$ cat src/ccm_map.svh
// register map, field positions and timing constants for the cache miss rate monitor
// Overview of operation
// - gate controller clock only when gate bit set
// - write-enable bit makes tag/data arrays writable
// - controller updates arrays; no protection when enabled
// - 9-bit length sets cacheable region N*64KB
// - OTP caching limits flash length to 16MB
// - 19-bit hit counter counts while running
// - 18-bit miss counter counts while running
// - miss count reaching threshold sets flag, pulse
// - interval countdown end sets flag, pulse
// - enable bit gates monitor interrupt pulse
// - monitor interrupt is a single pulse
// - stopped: counters hold, interval reloads
// - run bit enables hit and miss counting
// - countdown end clears run bit, interrupts
// - 18-bit interval, zero gives no interrupt
// - 18-bit threshold, zero gives no interrupt
// - flush invalidates tags over fixed cycle count
`ifndef CCM_MAP_SVH
`define CCM_MAP_SVH
`define CCM_ADDR_W        32
`define CCM_OFS_CTRL1     32'h400C_3000
`define CCM_OFS_CTRL2     32'h400C_3020
`define CCM_OFS_HITS      32'h400C_3028
`define CCM_OFS_MISSES    32'h400C_302C
`define CCM_OFS_MCTRL     32'h400C_3030
`define CCM_OFS_INTERVAL  32'h400C_3034
`define CCM_OFS_THRESH    32'h400C_3038
`define CCM_RESET_VAL     32'h0000_0000
`define CCM_BIT_FLUSH     0
`define CCM_BIT_OTPCACHE  11
`define CCM_BIT_CGEN      10
`define CCM_BIT_WEN       9
`define CCM_BIT_THRFLAG   3
`define CCM_BIT_INTFLAG   2
`define CCM_BIT_IRQEN     1
`define CCM_BIT_RUN       0
`define CCM_LEN_OTP_MAX   9'h100
`define CCM_FLUSH_8K      16'h0100
`define CCM_FLUSH_16K     16'h0200
`define CCM_CLK_HZ        32'h02FA_F080
`define CCM_REF_HZ        32'h00F4_2400
`endif

$ cat src/ccm_pkg.sv
// types for the cache miss rate monitor
`default_nettype none
package ccm_pkg;
  typedef struct packed {
    logic        otpCache;
    logic        gateEn;
    logic        memWen;
    logic [8:0]  cacheLen;
  } ccm_ctrl2_t;
  typedef struct packed {
    logic        wr;
    logic        rd;
    logic [31:0] addr;
    logic [31:0] wdata;
  } ccm_bus_t;
  typedef struct packed {
    ccm_ctrl2_t  ctrl2;
    logic [18:0] hits;
    logic [17:0] misses;
    logic        thrFlag;
    logic        intFlag;
    logic        irqEn;
    logic        run;
    logic [17:0] interval;
    logic [17:0] thresh;
    logic [17:0] tick;
    logic [31:0] phase;
    logic [15:0] flushCnt;
    logic        irq;
    logic        cacheOn;
    logic        clkGate;
    logic        arrayWen;
    logic        flushOn;
    logic [8:0]  lenOut;
    logic [31:0] rdata;
    logic [1:0]  evSync0;
    logic [1:0]  evSync1;
  } ccm_state_t;
endpackage
`default_nettype wire

$ cat src/ccm_monitor.sv
// cache controller control register and miss rate monitor
`default_nettype none
`include "ccm_map.svh"
module ccm_monitor
  import ccm_pkg::*;
#(
  parameter bit LARGE_CACHE = 1'b1
) (
  input  wire logic        clock,
  input  wire logic        rst,
  input  wire logic [31:0] busAddr,
  input  wire logic [31:0] busWdata,
  input  wire logic        busWr,
  input  wire logic        busRd,
  output logic      [31:0] busRdata,
  input  wire logic        cacheHit,
  input  wire logic        cacheMiss,
  input  wire logic        cacheBusy,
  output logic             monitorIrq,
  output logic             cacheEnable,
  output logic             clockGateEn,
  output logic             arrayWriteEn,
  output logic             flushBusy,
  output logic      [8:0]  cacheableFlashLength
);
  ccm_state_t s_r, s_nxt;
  logic hitEv, missEv, wr;
  logic thrSet, intSet, runClr;
  logic refTick;
  logic [31:0] phaseSum;

  // limit length when OTP also cached; keeps region inside 16 MB
  function automatic logic [8:0] clipLen(input logic [8:0] len, input logic otp);
    if (otp && len > `CCM_LEN_OTP_MAX) clipLen = `CCM_LEN_OTP_MAX;
    else clipLen = len;
  endfunction

  // fractional accumulator gives 16 MHz tick from 50 MHz without a second clock
  assign phaseSum = s_r.phase + 32'(`CCM_REF_HZ);
  assign refTick = phaseSum >= 32'(`CCM_CLK_HZ);
  // hit/miss strobes come from the cache controller on another timing, so synchronise
  assign hitEv  = s_r.evSync1[0];
  assign missEv = s_r.evSync1[1];
  assign wr = busWr;

  // next-state logic
  always_comb begin
    s_nxt = s_r;
    s_nxt.irq = 1'b0;
    thrSet = 1'b0;
    intSet = 1'b0;
    runClr = 1'b0;
    s_nxt.evSync0 = {cacheMiss, cacheHit};
    s_nxt.evSync1 = s_r.evSync0;
    s_nxt.phase = refTick ? phaseSum - 32'(`CCM_CLK_HZ) : phaseSum;
    if (s_r.flushCnt != 16'h0000) s_nxt.flushCnt = s_r.flushCnt - 16'h0001;
    // counting while running
    if (s_r.run) begin
      if (hitEv) s_nxt.hits = s_r.hits + 19'h0_0001;
      if (missEv) begin
        s_nxt.misses = s_r.misses + 18'h0_0001;
        if (s_r.thresh != 18'h0_0000 && s_nxt.misses == s_r.thresh) begin
          s_nxt.thrFlag = 1'b1;
          thrSet = 1'b1;
          s_nxt.irq = s_r.irqEn;
        end
      end
      if (s_r.interval != 18'h0_0000 && refTick) begin
        if (s_r.tick == 18'h0_0001 || s_r.tick == 18'h0_0000) begin
          s_nxt.tick = s_r.interval;
          s_nxt.run = 1'b0;
          runClr = 1'b1;
          s_nxt.intFlag = 1'b1;
          intSet = 1'b1;
          s_nxt.irq = s_r.irqEn;
        end else begin
          s_nxt.tick = s_r.tick - 18'h0_0001;
        end
      end
    end else begin
      s_nxt.tick = s_r.interval;
    end
    // software writes replace contents; a hardware set in the same cycle wins
    if (wr) begin
      if (busAddr == `CCM_OFS_CTRL1) begin
        if (busWdata[`CCM_BIT_FLUSH])
          s_nxt.flushCnt = LARGE_CACHE ? `CCM_FLUSH_16K : `CCM_FLUSH_8K;
      end else if (busAddr == `CCM_OFS_CTRL2) begin
        s_nxt.ctrl2 = busWdata[11:0];
      end else if (busAddr == `CCM_OFS_HITS) begin
        s_nxt.hits = busWdata[18:0];
      end else if (busAddr == `CCM_OFS_MISSES) begin
        s_nxt.misses = busWdata[17:0];
      end else if (busAddr == `CCM_OFS_MCTRL) begin
        s_nxt.thrFlag = busWdata[`CCM_BIT_THRFLAG] | thrSet;
        s_nxt.intFlag = busWdata[`CCM_BIT_INTFLAG] | intSet;
        s_nxt.irqEn = busWdata[`CCM_BIT_IRQEN];
        s_nxt.run = busWdata[`CCM_BIT_RUN] & ~runClr;
      end else if (busAddr == `CCM_OFS_INTERVAL) begin
        s_nxt.interval = busWdata[17:0];
      end else if (busAddr == `CCM_OFS_THRESH) begin
        s_nxt.thresh = busWdata[17:0];
      end
    end
    // derived controls
    s_nxt.cacheOn = s_nxt.ctrl2.cacheLen != 9'h000;
    s_nxt.clkGate = s_nxt.ctrl2.gateEn & ~cacheBusy & (s_nxt.flushCnt == 16'h0000);
    s_nxt.arrayWen = s_nxt.ctrl2.memWen;
    s_nxt.flushOn = s_nxt.flushCnt != 16'h0000;
    s_nxt.lenOut = clipLen(s_nxt.ctrl2.cacheLen, s_nxt.ctrl2.otpCache);
    // read data, valid only in the cycle after the strobe
    s_nxt.rdata = `CCM_RESET_VAL;
    if (busRd) begin
      if (busAddr == `CCM_OFS_CTRL1) begin
        s_nxt.rdata = `CCM_RESET_VAL;
      end else if (busAddr == `CCM_OFS_CTRL2) begin
        s_nxt.rdata = {20'h0_0000, s_r.ctrl2};
      end else if (busAddr == `CCM_OFS_HITS) begin
        s_nxt.rdata = {13'h0000, s_r.hits};
      end else if (busAddr == `CCM_OFS_MISSES) begin
        s_nxt.rdata = {14'h0000, s_r.misses};
      end else if (busAddr == `CCM_OFS_MCTRL) begin
        s_nxt.rdata = {28'h000_0000, s_r.thrFlag, s_r.intFlag, s_r.irqEn, s_r.run};
      end else if (busAddr == `CCM_OFS_INTERVAL) begin
        s_nxt.rdata = {14'h0000, s_r.interval};
      end else if (busAddr == `CCM_OFS_THRESH) begin
        s_nxt.rdata = {14'h0000, s_r.thresh};
      end
    end
  end

  // state register
  always_ff @(posedge clock or posedge rst) begin
    if (rst) begin
      s_r <= '0;
    end else begin
      s_r <= s_nxt;
    end
  end

  assign busRdata = s_r.rdata;
  assign monitorIrq = s_r.irq;
  assign cacheEnable = s_r.cacheOn;
  assign clockGateEn = s_r.clkGate;
  assign arrayWriteEn = s_r.arrayWen;
  assign flushBusy = s_r.flushOn;
  assign cacheableFlashLength = s_r.lenOut;

  // checks on the interrupt pulse
  // interrupt lasts exactly one cycle
  irq_pulse_a: assert property (@(posedge clock) disable iff (rst)
    monitorIrq
    |=> !monitorIrq)
    else $error("irq longer than one cycle");

  // a pulse needs the enable of the cycle before
  irq_mask_a: assert property (@(posedge clock) disable iff (rst)
    monitorIrq
    |-> $past(s_r.irqEn))
    else $error("irq while disabled");

  // masked monitor stays quiet
  irq_quiet_a: assert property (@(posedge clock) disable iff (rst)
    !s_r.irqEn
    |=> !monitorIrq)
    else $error("irq despite mask");

  // every pulse leaves a sticky cause behind
  irq_cause_a: assert property (@(posedge clock) disable iff (rst)
    monitorIrq
    |-> (s_r.thrFlag || s_r.intFlag))
    else $error("irq without a status flag");

  // checks on the miss threshold
  // reaching a nonzero threshold sets the flag
  thr_set_a: assert property (@(posedge clock) disable iff (rst)
    (s_r.run && missEv && s_r.thresh != 18'h0_0000 && s_r.misses + 18'h0_0001 == s_r.thresh)
    |=> s_r.thrFlag)
    else $error("threshold flag missed");

  // and raises the pulse when enabled
  thr_irq_a: assert property (@(posedge clock) disable iff (rst)
    (s_r.run && missEv && s_r.irqEn && s_r.thresh != 18'h0_0000 && s_r.misses + 18'h0_0001 == s_r.thresh)
    |=> monitorIrq)
    else $error("threshold irq missed");

  // zero threshold never sets the flag
  thr_zero_a: assert property (@(posedge clock) disable iff (rst)
    (s_r.thresh == 18'h0_0000 && !s_r.thrFlag && !wr)
    |=> !s_r.thrFlag)
    else $error("threshold flag with zero threshold");

  // checks on the interval counter
  // zero interval never sets the flag
  int_zero_a: assert property (@(posedge clock) disable iff (rst)
    (s_r.interval == 18'h0_0000 && !s_r.intFlag && !wr)
    |=> !s_r.intFlag)
    else $error("interval flag with zero interval");

  // end of countdown stops the run and sets the flag
  expire_a: assert property (@(posedge clock) disable iff (rst)
    (s_r.run && s_r.interval != 18'h0_0000 && refTick && s_r.tick <= 18'h0_0001 && !wr)
    |=> !s_r.run && s_r.intFlag)
    else $error("interval end missed");

  // end of countdown pulses when enabled
  expire_irq_a: assert property (@(posedge clock) disable iff (rst)
    (s_r.run && s_r.interval != 18'h0_0000 && refTick && s_r.tick <= 18'h0_0001 && s_r.irqEn)
    |=> monitorIrq)
    else $error("interval irq missed");

  // one step down per reference tick
  tick_step_a: assert property (@(posedge clock) disable iff (rst)
    (s_r.run && s_r.interval != 18'h0_0000 && refTick && s_r.tick > 18'h0_0001)
    |=> s_r.tick == $past(s_r.tick) - 18'h0_0001)
    else $error("interval step wrong");

  // no step between reference ticks
  tick_hold_a: assert property (@(posedge clock) disable iff (rst)
    (s_r.run && !refTick)
    |=> $stable(s_r.tick))
    else $error("interval moved without tick");

  // stopped monitor keeps the countdown loaded
  reload_a: assert property (@(posedge clock) disable iff (rst)
    !s_r.run
    |=> s_r.tick == $past(s_r.interval))
    else $error("interval not reloaded");

  // checks on the counters
  // stopped counters hold
  hold_stop_a: assert property (@(posedge clock) disable iff (rst)
    (!s_r.run && !wr)
    |=> $stable(s_r.hits) && $stable(s_r.misses))
    else $error("counter moved while stopped");

  // only software starts the monitor
  run_hold_a: assert property (@(posedge clock) disable iff (rst)
    (!s_r.run && !wr)
    |=> !s_r.run)
    else $error("monitor started by itself");

  // a hit while running adds one
  hit_count_a: assert property (@(posedge clock) disable iff (rst)
    (s_r.run && hitEv && !wr && s_r.hits != 19'h7_FFFF)
    |=> s_r.hits == $past(s_r.hits) + 19'h0_0001)
    else $error("hit not counted");

  // no hit, no change
  hit_idle_a: assert property (@(posedge clock) disable iff (rst)
    (!hitEv && !wr)
    |=> $stable(s_r.hits))
    else $error("hit count moved without a hit");

  // a miss while running adds one
  miss_count_a: assert property (@(posedge clock) disable iff (rst)
    (s_r.run && missEv && !wr && s_r.misses != 18'h3_FFFF)
    |=> s_r.misses == $past(s_r.misses) + 18'h0_0001)
    else $error("miss not counted");

  // no miss, no change
  miss_idle_a: assert property (@(posedge clock) disable iff (rst)
    (!missEv && !wr)
    |=> $stable(s_r.misses))
    else $error("miss count moved without a miss");

  // software write replaces the hit count
  hits_wr_a: assert property (@(posedge clock) disable iff (rst)
    (wr && busAddr == `CCM_OFS_HITS)
    |=> s_r.hits == $past(busWdata[18:0]))
    else $error("hit count write lost");

  // software write replaces the miss count
  miss_wr_a: assert property (@(posedge clock) disable iff (rst)
    (wr && busAddr == `CCM_OFS_MISSES)
    |=> s_r.misses == $past(busWdata[17:0]))
    else $error("miss count write lost");

  // checks on control two and its outputs
  // control two takes the written fields
  ctrl2_wr_a: assert property (@(posedge clock) disable iff (rst)
    (wr && busAddr == `CCM_OFS_CTRL2)
    |=> s_r.ctrl2 == $past(busWdata[11:0]))
    else $error("control two write lost");

  // zero length turns the cache off
  len_zero_a: assert property (@(posedge clock) disable iff (rst)
    (s_r.ctrl2.cacheLen == 9'h000)
    |=> !cacheEnable || $changed(s_r.ctrl2))
    else $error("cache on with zero length");

  // cache enable follows the length field
  len_on_a: assert property (@(posedge clock) disable iff (rst)
    cacheEnable
    == (s_r.ctrl2.cacheLen != 9'h000))
    else $error("cache enable wrong");

  // otp caching clips the region to 16 MB
  otp_len_a: assert property (@(posedge clock) disable iff (rst)
    s_r.ctrl2.otpCache
    |-> cacheableFlashLength <= `CCM_LEN_OTP_MAX)
    else $error("length over 16 MB with otp");

  // without otp caching the length passes unchanged
  len_pass_a: assert property (@(posedge clock) disable iff (rst)
    !s_r.ctrl2.otpCache
    |-> cacheableFlashLength == s_r.ctrl2.cacheLen)
    else $error("length not passed through");

  // array write enable mirrors its bit
  wen_a: assert property (@(posedge clock) disable iff (rst)
    arrayWriteEn
    == s_r.ctrl2.memWen)
    else $error("array write enable wrong");

  // checks on clock gating
  // gating needs its enable bit
  gate_a: assert property (@(posedge clock) disable iff (rst)
    clockGateEn
    |-> s_r.ctrl2.gateEn)
    else $error("gating without enable");

  // never gate while flushing
  gate_flush_a: assert property (@(posedge clock) disable iff (rst)
    flushBusy
    |-> !clockGateEn)
    else $error("gating during flush");

  // never gate a busy controller
  gate_busy_a: assert property (@(posedge clock) disable iff (rst)
    $past(cacheBusy)
    |-> !clockGateEn)
    else $error("gating while busy");

  // idle controller with the bit set is gated
  gate_on_a: assert property (@(posedge clock) disable iff (rst)
    (s_r.ctrl2.gateEn && !cacheBusy && s_r.flushCnt <= 16'h0001 && !wr)
    |=> clockGateEn)
    else $error("gating not applied");

  // checks on the flush timer
  // a flush write starts the timer
  flush_load_a: assert property (@(posedge clock) disable iff (rst)
    (wr && busAddr == `CCM_OFS_CTRL1 && busWdata[`CCM_BIT_FLUSH])
    |=> flushBusy)
    else $error("flush not started");

  // with the count fixed by the cache size
  flush_len_a: assert property (@(posedge clock) disable iff (rst)
    (wr && busAddr == `CCM_OFS_CTRL1 && busWdata[`CCM_BIT_FLUSH])
    |=> s_r.flushCnt == (LARGE_CACHE ? `CCM_FLUSH_16K : `CCM_FLUSH_8K))
    else $error("flush length wrong");

  // counting down one per bus clock
  flush_step_a: assert property (@(posedge clock) disable iff (rst)
    (s_r.flushCnt != 16'h0000 && !wr)
    |=> s_r.flushCnt == $past(s_r.flushCnt) - 16'h0001)
    else $error("flush step wrong");

  // checks on read data
  // read data stand one cycle only
  rd_idle_a: assert property (@(posedge clock) disable iff (rst)
    !busRd
    |=> busRdata == 32'h0000_0000)
    else $error("read data outside read cycle");

  // hit count read back
  rd_hits_a: assert property (@(posedge clock) disable iff (rst)
    (busRd && busAddr == `CCM_OFS_HITS)
    |=> busRdata == {13'h0000, $past(s_r.hits)})
    else $error("hit count read wrong");

  // run bit read back
  rd_ctrl_a: assert property (@(posedge clock) disable iff (rst)
    (busRd && busAddr == `CCM_OFS_MCTRL)
    |=> busRdata[`CCM_BIT_RUN] == $past(s_r.run))
    else $error("run bit read wrong");

  // main scenarios reached
  c_thr: cover property (@(posedge clock) disable iff (rst) $rose(s_r.thrFlag) && monitorIrq);
  c_int: cover property (@(posedge clock) disable iff (rst) $rose(s_r.intFlag));
  c_flush: cover property (@(posedge clock) disable iff (rst) $fell(flushBusy));
  c_gate: cover property (@(posedge clock) disable iff (rst) $rose(clockGateEn));
  c_clip: cover property (@(posedge clock) disable iff (rst)
    s_r.ctrl2.otpCache && s_r.ctrl2.cacheLen > `CCM_LEN_OTP_MAX);
endmodule
`default_nettype wire

$ cat config.mk
export PLATFORM = sky130hd
export DESIGN_NAME = ccm_monitor
export DESIGN_NICKNAME = d
export VERILOG_FILES = /design/src/ccm_pkg.sv /design/src/ccm_monitor.sv
export VERILOG_INCLUDE_DIRS = /design/src
export SDC_FILE = /design/constraint.sdc
export NUM_CORES = 1
export LEC_CHECK = 0
export ABC_AREA = 1
export BUFFER_PORTS_ARGS = -buffer_cell sky130_fd_sc_hd__buf_2
export CORE_ASPECT_RATIO = 1.1
export CORE_MARGIN = 5
export CORE_UTILIZATION = 30
export DETAILED_ROUTE_END_ITERATION = 16
export GPL_TIMING_DRIVEN = 0
export PLACE_DENSITY_LB_ADDON = 0.3
export SLEW_MARGIN = 30
export SYNTH_ARGS = -nofsm -noshare
export SYNTH_HDL_FRONTEND = slang
export SYNTH_SLANG_ARGS = --single-unit
$ cat constraint.sdc
create_clock -name clock -period 4.9 [get_ports clock]
set_input_delay 0.245 -clock clock [delete_from_list [all_inputs] [get_ports clock]]
set_output_delay 0.245 -clock clock [all_outputs]
set_load 0.005 [all_outputs]
# Yosys cells after proc, flatten, opt, wreduce, memory -nomap -nowiden
# Index checks and enable logic that the tools add are counted.
# word_totals
word_cells	119
latch_bits	0
out_inout_bits	46
in_bits	71
register_bits	204
mem_count	0
mem_bits_ro	0
mem_bits_rw	0
# op_classes
n_eq_ne	10
n_mux	50
mul	0
n_div	0
n_lt_le_gt_ge	2
n_shift	0
reduce_logical	15
n_bitwise	13
addsub	6
# op_table
operator	n
$eq 32x31->1 const B	7
$mux 18	11
$mux 89	2
$mux 19	7
$mux 77	1
$mux 16	4
$mux 58	1
$mux 40	1
$mux 39	1
$mux 36	1
$reduce_bool 18->1	2
$add 32x24->32 const B	1
$ge 32x26->1 const B	1
$mux 32	1
$reduce_bool 16->1	2
$sub 32x26->32 const B	1
$add 19x1->19 const B	1
$add 18x1->18 const B	1
$eq 18x1->1 const B	1
$eq 18x18->1	1
$logic_not 18->1	1
$sub 18x1->18 const B	1
$mux 1	17
$logic_not 16->1	1
other kinds (16)	28

# Depth between registers and ports, before layout
# Gate-level depths: netlist of run 1.
# logic_depth
ltp_word	16
ltp_mapped	19
ltp_nobuf	18

# Worst setup path before layout of run 1
# Ideal clock, no wire load.
# synth_path
path_type	register to register
startpoint	register s_r[76] in the netlist's numbering
endpoint	register s_r[85] in the netlist's numbering
path_stages_with_launch	16
t_arrival_ps	2161
required_ps	4777
synth_period_minus_slack_ps	2283
setup_time_ps	123
path_buffers	1
path_slack_ps	2617
cell_sequence	dfrtp_1 > ha_1 > nand2_1 > nand2_2 > nand2_1 > nand2_1 > nand2_1 > inv_1 > nor2_1 > nand3_1 > nand2_1 > nand3_1 > nand3_4 > buf_4 > nand2_1 > xor2_1
# synth_lines
element	line	rtl
start, declared	ccm_monitor.sv:26	ccm_state_t s_r, s_nxt;
start signal, assigned	ccm_monitor.sv:137	s_r <= s_nxt;

==> metrics.md, run 1 <==
| Metric | Value |
|---|---|
| Status | `complete, no violations` |
| First-pass GRT wire length | `59.4 mm` |
| Final setup skew | `between 0.01 and 0.015 ns` |
| CTS Sinks | `184` |
| Combinational share of power | `4.1%` |
| Commonest non-fill, non-tap cell in the layout | `nand2_1` |
| Crit-path cells | `ha_1 -> nand2_1 -> nand2_2 -> nand2_1 -> nand2_1 -> nand2_1 -> inv_1 -> nor2_1 -> nand3_1 -> nand2_1 -> nand3_1 -> nand3_4 -> buf_6 -> nand3_2 -> a21oi_1` |
| Worst path arrival time | `~3.2 ns` |
| Avg WL per Cell | `15.8 um` |
| Initial Util | `30.3%` |
| Mapped Cells | `1,677` |
| Register area share after synthesis | `38.8%` |
| Placer Congestion | `roughly 0.94` |
| Mean post-synth cell area | `7.07 um^2` |
| Via count | `11,300` |
| Final hold vios | `0` |
| RSZ-0062 raised after global routing | `no` |
| PD cells | `228 nW/um^2` |
| Max-Cap Viols | `0` |
| Pleak | `7.14 nW` |
| Die Ht | `218 um` |
| CTS tree | `yes` |
| CP Data Required Time | `5.29 ns` |
| Initial antenna violation count | `1` |
| R2R Setup Slk | `approximately 2.1 ns` |
| Max-slew violations | `0` |
| Final core utilization | `35.3%` |
| DRT iter0 DRCs | `between 700 and 800` |
| Achievable clock frequency | `353 MHz` |
| CP max-delay cell | `dfrtp_1` |
| Clock root buffer | `clkbuf_16` |
| CP delay by family, top | `simple AND/OR/NAND/NOR gates` |
| Post-DP HPWL | `29.5 mm` |
| Top post-synthesis cells by area | `dfrtp_1, nand2_1, inv_1, nor2_1, nand3_1` |
| Startpoint types | `flop` |
| Final period utilization | `a little under 60%` |
| Largest fanout on the critical path | `10` |
| PostCTS Resize Cnt | `0` |
| Area Overhead vs Synth | `16.4%` |
| IO buf count | `90` |
| Hold-fix buffers, CTS | `3` |
| Area leader, netlist | `dfrtp_1` |
| Clk pwr share | `47.6%` |
| Core Region | `39,100 um^2` |
| Critical Path Max Stage Delay | `0.44 ns` |
| Detail Route Antenna Nets | `0` |
| Fraction of layout cells with a size suffix above 1 | `roughly an eighth` |
| Vias per Instance | `4.84` |
| Antenna Cells | `0` |
| Drt drc | `0` |
| Crit. End Element | `flop` |
| I/O pin total | `117` |
| Final setup TNS | `0 ns` |
| Grt total ovfl | `0` |
| Kind of critical path | `reg -> reg` |
| Post-CTS Setup Inserts | `0` |
| WHS | `0.0187 ns` |
| Final Worst Setup Slack | `approximately 2.1 ns` |
| Nets@finish | `1,888` |
| Net Sw Power | `0.728 mW` |
| Gr usage total | `17.3%` |
| Yosys top cell area share | `38.8%` |
| Worst hold stages | `4` |
| Sw frac | `a little under a quarter` |
| Worst hold-check path type | `in -> reg` |
| CTS buffer count | `17` |
| Reg power frac | `48.2%` |
| FFs w/ async S/R, synth | `100%` |
| EDFF count, synth | `0` |
| Reg2reg end | `monitorIrq` |
| Crit path buf inv count | `2` |
| Synth unique cells | `48` |
| R2r startpoint | `s_r[76]` |
| Die W | `200 um` |
| # rows | `76` |
| Dpl ws | `1.98 ns` |
| Rel. slew slack | `53.3%` |
| Min Tclk post-route | `2.83 ns` |
| Mapped Area | `11,900 um^2` |
| TritonRoute pass-1 iters | `7` |
| Hold Crit Endpoint | `clockGateEn` |
| Cell Int Power | `2.42 mW` |
| Min-delay src | `cacheBusy` |
| Clk_lat worst skew | `0.46 ns` |
| Bufs on Longest Clock Path | `2` |
| DRT Wirelength | `36.7 mm` |
| Worst reg2reg path depth | `15` |
| Prevailing post-synth register cell | `dfrtp_1` |
| Die ar. | `about 44,000 um^2` |
| Slew of the pin with the lowest slew margin | `~0.7 ns` |
| Vias in the first global route | `11,200` |
| Most used cell, CP | `nand2_1` |
| Endpoints failing setup | `0` |
| Maximum VDD drop | `0.187 mV` |
| Largest net degree at the start of global routing | `28` |
| H-tree depth | `4` |
| Seq cells post-synth | `184` |
| Syn. warnings | `0` |
| Most frequent cells in the layout | `nand2_1, inv_1, nor2_1` |
| Clk slew on worst S/H paths | `0.07 ns` |
==> worst max-delay path by stage <==
| stage | slack, ns | end | depth (start not counted) | startpoint |
|---|---|---|---|---|
| final | 2.07 | monitorIrq | 15 | s_r[76] |
| after floorplan | 2.29 | arrayWriteEn | 1 | rst |
| after CTS | 2.04 | monitorIrq | 15 | s_r[76] |
| after detailed placement | 1.98 | s_r[158] | 12 | busAddr[17] |
| after global placement | 0.93 | busRdata[5] | 2 | rst |
| after global routing | 1.76 | monitorIrq | 14 | s_r[76] |
==> synth_stat cells (5+ instances only) <==
cell / count
nand2_1: 426
inv_1: 225
nor2_1: 192
dfrtp_1: 184
nand3_1: 126
o21ai_0: 101
buf_4: 44
xor2_1: 44
a21oi_1: 38
nand4_1: 37
clkbuf_1: 33
nor3_1: 27
nand2_2: 20
nor4_1: 20
xnor2_1: 19
a31oi_1: 17
o211ai_1: 17
o221ai_1: 13
o22ai_1: 11
ha_1: 9
inv_2: 7
o31ai_1: 7
nor2_2: 6
or2_2: 6
o21ai_1: 5
o21bai_1: 5
==> final cells by class <==
cell class | count | area [um^2]
buffer | 81 | 487
fill | 4136 | 25300
clock inverter | 14 | 193
multi-input combinational | 1190 | 5930
tap | 507 | 634
clock buffer | 18 | 429
timing repair buffer | 100 | 643
sequential | 184 | 4600
inverter | 234 | 882
==> logic make-up (layout without fill, tap and decap cells) <==
kind of cell / Yosys count / count (layout) / synth area share, %
mux: 4 / 4 / 0.338
other cells: 1 / 13 / 0.0316
simple gates: 881 / 881 / 32.6
compound gates: 218 / 218 / 10.6
xor+xnor: 65 / 65 / 5.03
buf+inv: 315 / 447 / 11.5
fa+ha+maj: 9 / 9 / 0.950
flops: 184 / 184 / 38.8
==> sequential cells by signal (all words and copies together) (netlist names) <==
| register | cells |
|---|---|
| arrayWriteEn | 1 |
| s_nxt | 2 |
| cacheableFlashLength | 9 |
| clockGateEn | 1 |
| s_r | 147 |
| cacheEnable | 1 |
| monitorIrq | 1 |
| hitEv | 1 |
| missEv | 1 |
| flushBusy | 1 |
| busRdata | 19 |
==> through the flow <==
stage,instances,area (um^2),total power [mW]
after floorplan,1689,11900,1.60
after global placement,2286,13000,1.66
after detailed placement,2293,13200,1.68
after CTS,2328,13800,3.19
after global routing,2328,13800,3.25
final,2328,13800,3.15
==> metal layers <==
metal,GRT usage (%),vias to the layer above,wire (um)
met5,0,-,0
met3,2.94,75,1780
met1,21.8,5240,15900
met2,28.3,316,17300
li1,-,5636,-
met4,8.72,0,1720
==> worst register-to-register path: stages, from the launching register on <==
cell and delay, ns:
dfrtp_1 0.44, ha_1 0.29, nand2_1 0.13, nand2_2 0.13, nand2_1 0.09, nand2_1 0.04, nand2_1 0.19, inv_1 0.11
nor2_1 0.15, nand3_1 0.10, nand2_1 0.13, nand3_1 0.18, nand3_4 0.23, buf_6 0.20, nand3_2 0.16, a21oi_1 0.19
==> power groups by stage <==
stage               clock [mW]  combinational [mW]  sequential [mW]
floorplan                    0              0.0532             1.55
detailed placement           0               0.129             1.55
global route              1.59               0.144             1.52
finish                    1.50               0.129             1.52
global placement             0               0.112             1.55
CTS                       1.54               0.132             1.52
No activity file was read; power rests on OpenSTA's default activity.
==> inputs of run 2 (changes only) <==
clock period = 2.9 ns   (was 4.9 ns; I/O delays follow)
==> run 2 against run 1 <==
Routed wire length up 0.50%; total power grew 69%; final cell count rose by 0.56%; sequential share of layout area is 0.36 points lower; first-iteration DRC count decreased by 7.8%; clock skew is 0.0014 ns lower; register-to-register slack lost 1.8 ns; count of clock-buffer cells in the layout unchanged; die area unchanged; critical path depth shrank 3; flip-flop and latch count unchanged; non-clock buffer count up 13; critical endpoint unchanged.
==> metrics.md, run 2 (synthesis gave the netlist of run 1 again) <==
| Metric | Value |
|---|---|
| Status | `complete, no violations` |
| Most frequent cells in the layout | `nand2_1, inv_1, nor2_1` |
| Commonest non-fill, non-tap cell in the layout | `nand2_1` |
| Placed cells | `2,293 (unchanged)` |
| Nets@finish | `1,901 (+0.69%)` |
| Largest net degree at the start of global routing | `28 (unchanged)` |
| Max-Cap Viols | `0 (unchanged)` |
| Detail Route Antenna Nets | `0 (unchanged)` |
| PD cells | `383 nW/um^2 (+68%)` |
| Final period utilization | `92.5% (+35 points)` |
| Core Region | `39,100 um^2 (unchanged)` |
| Min Tclk post-route | `2.68 ns (-0.150 ns)` |
| Fin cells | `2,341 (+0.56%)` |
| H-tree depth | `4 (unchanged)` |
| Clk_lat worst skew | `0.46 ns (about the same)` |
| Maximum VDD drop | `0.317 mV (+70%)` |
| Antenna Cells | `0 (unchanged)` |
| Die Ht | `218 um (unchanged)` |
| First-pass GRT wire length | `59.6 mm (+0.29%)` |
| Die W | `200 um (unchanged)` |
| Clock root buffer | `clkbuf_16` |
| Clk slew on worst S/H paths | `0.07 ns (about the same)` |
| Die ar. | `43,600 um^2 (unchanged)` |
| Bufs on Longest Clock Path | `2 (unchanged)` |
| Worst path arrival time | `3.07 ns (-0.15 ns)` |
| Fraction of layout cells with a size suffix above 1 | `12.8% (+0.24 points)` |
| Grt total ovfl | `0 (unchanged)` |
| Kind of critical path | `reg -> reg` |
| Slew of the pin with the lowest slew margin | `0.735 ns (+0.0345 ns)` |
| Via count | `11,300 (+0.45%)` |
| Final core utilization | `35.7% (+0.40 points)` |
| Placer Congestion | `0.941 (unchanged)` |
| Initial Util | `30.3% (unchanged)` |
| Max-slew violations | `0 (unchanged)` |
| DRT Wirelength | `36.9 mm (+0.50%)` |
| Vias in the first global route | `11,300 (+0.12%)` |
| Crit. End Element | `flop` |
| Vias per Instance | `4.83 (-0.11%)` |
| CTS Sinks | `184 (unchanged)` |
| Startpoint types | `flop` |
| Biggest register | `s_r` |
| Endpoints failing setup | `0 (unchanged)` |
| CTS buffer count | `17 (unchanged)` |
| Final setup skew | `0.0120 ns (-0.00137 ns)` |
| Multi-input gate area | `5950 um^2 (+0.42%)` |
| Pleak | `7.20 nW (+0.91%)` |
| DRT iter0 DRCs | `683 (-7.8%)` |
| Post-DP HPWL | `29.5 mm (unchanged)` |
| Post-CTS Setup Inserts | `0 (unchanged)` |
| Initial antenna violation count | `0 (-1)` |
| Rel. slew slack | `50.8% (-2.5 points)` |
| I/O pin total | `117 (unchanged)` |
| CP Data Required Time | `3.29 ns (-2.00 ns)` |
| CTS tree | `yes` |
| # rows | `76 (unchanged)` |
| Worst hold-check path type | `in -> reg` |
| Final setup TNS | `0 ns (unchanged)` |
| Largest fanout on the critical path | `6 (-4)` |
| Gr usage total | `17.3% (+0.042 points)` |
| Register area | `4610 um^2 (about the same)` |
| Fillers | `4,122 (-0.34%)` |
| TritonRoute pass-1 iters | `5 (-2)` |
| Total power | `5.34 mW (+69%)` |
| Area Overhead vs Synth | `17.8%` |
| Avg WL per Cell | `15.8 um (about the same)` |
| Max FFs per register | `147 (unchanged)` |
| Achievable clock frequency | `373 MHz (+5.6%)` |
| IO buf count | `90 (unchanged)` |
| Drt drc | `0 (unchanged)` |
| Final hold vios | `0 (unchanged)` |
[run 2: changes by cell type in the layout (fill, tap and decap cells not counted)]
cell,change
nand2_1,-1
nand3_1,-1
nor2_2,+1
nand3_2,+1
nand2_4,+1
ha_2,+1
nor2_4,+1
dlygate4sd3_1,+13
dfrtp_2,+1
ha_1,-1
dfrtp_1,-1
nor2_1,-2
[run 2: path summary, 6_finish.rpt]
kind | from | to | slack [ns] | cells past startpoint
max | s_r[156] | monitorIrq | 0.22 | 12
min | busWdata[6] | s_r[180] | 0.02 | 3
max reg2reg | s_r[156] | monitorIrq | 0.22 | 12
min reg2reg | s_nxt[1] | missEv | 0.36 | 0
max in group asynchronous | rst | s_r[161] | 1.38 | 7
min in group asynchronous | rst | s_r[84] | 0.32 | 3
[run 2: cell type report]
type / instances / area share (%)
multi-input cells: 1190 / 42.7
well taps: 507 / 4.54
clock buffers: 18 / 3.07
plain buffers: 81 / 3.49
repair buffers: 113 / 5.54
clock inverters: 14 / 1.38
flip-flops and latches: 184 / 33.0
inverters: 234 / 6.32
[run 2: report_power, final]
group / total, mW / internal (mW) / switching (mW)
logic: 0.234 / 0.0883 / 0.145
clock network: 2.54 / 1.45 / 1.09
registers: 2.57 / 2.57 / 0.00149
[run 2: per-stage QoR]
stage	hold WS, ns	instance area, um^2	setup WS, ns
finish	0.0209	14000	0.216
global route	0.0232	14000	-0.00945
CTS	0.00686	13900	0.0374
detailed placement	0.254	13200	0.0786
global placement	0.257	13000	-0.972
floorplan	0.176	11900	0.390
[run 2: critical path, stage by stage, from the launching register on]
cell      delay, ns
dfrtp_1        0.36
clkbuf_1       0.36
nand3_1        0.20
nor2_1         0.16
nand2_1        0.10
nor2_2         0.24
nand2_1        0.12
nor2_1         0.13
xor2_1         0.24
nor2_1         0.06
nor2_1         0.13
nand4_1        0.28
a21oi_1        0.22
[run 2: repair_timing]
item,4_1_cts,5_1_grt
resized for setup,0,8
setup endpoints to repair,0,40
endpoints found under the hold margin,41,0
hold buffers,16,0
[run 2: metal layers]
| metal | GRT usage, % | routed length (um) | part of all wire [%] | vias up |
|---|---|---|---|---|
| li1 | - | - | - | 5655 |
| met3 | 2.94 | 1720 | 4.6 | 82 |
| met4 | 8.72 | 1730 | 4.7 | 0 |
| met1 | 21.9 | 16100 | 44 | 5284 |
| met5 | 0 | 0 | 0 | - |
| met2 | 28.4 | 17400 | 47 | 297 |
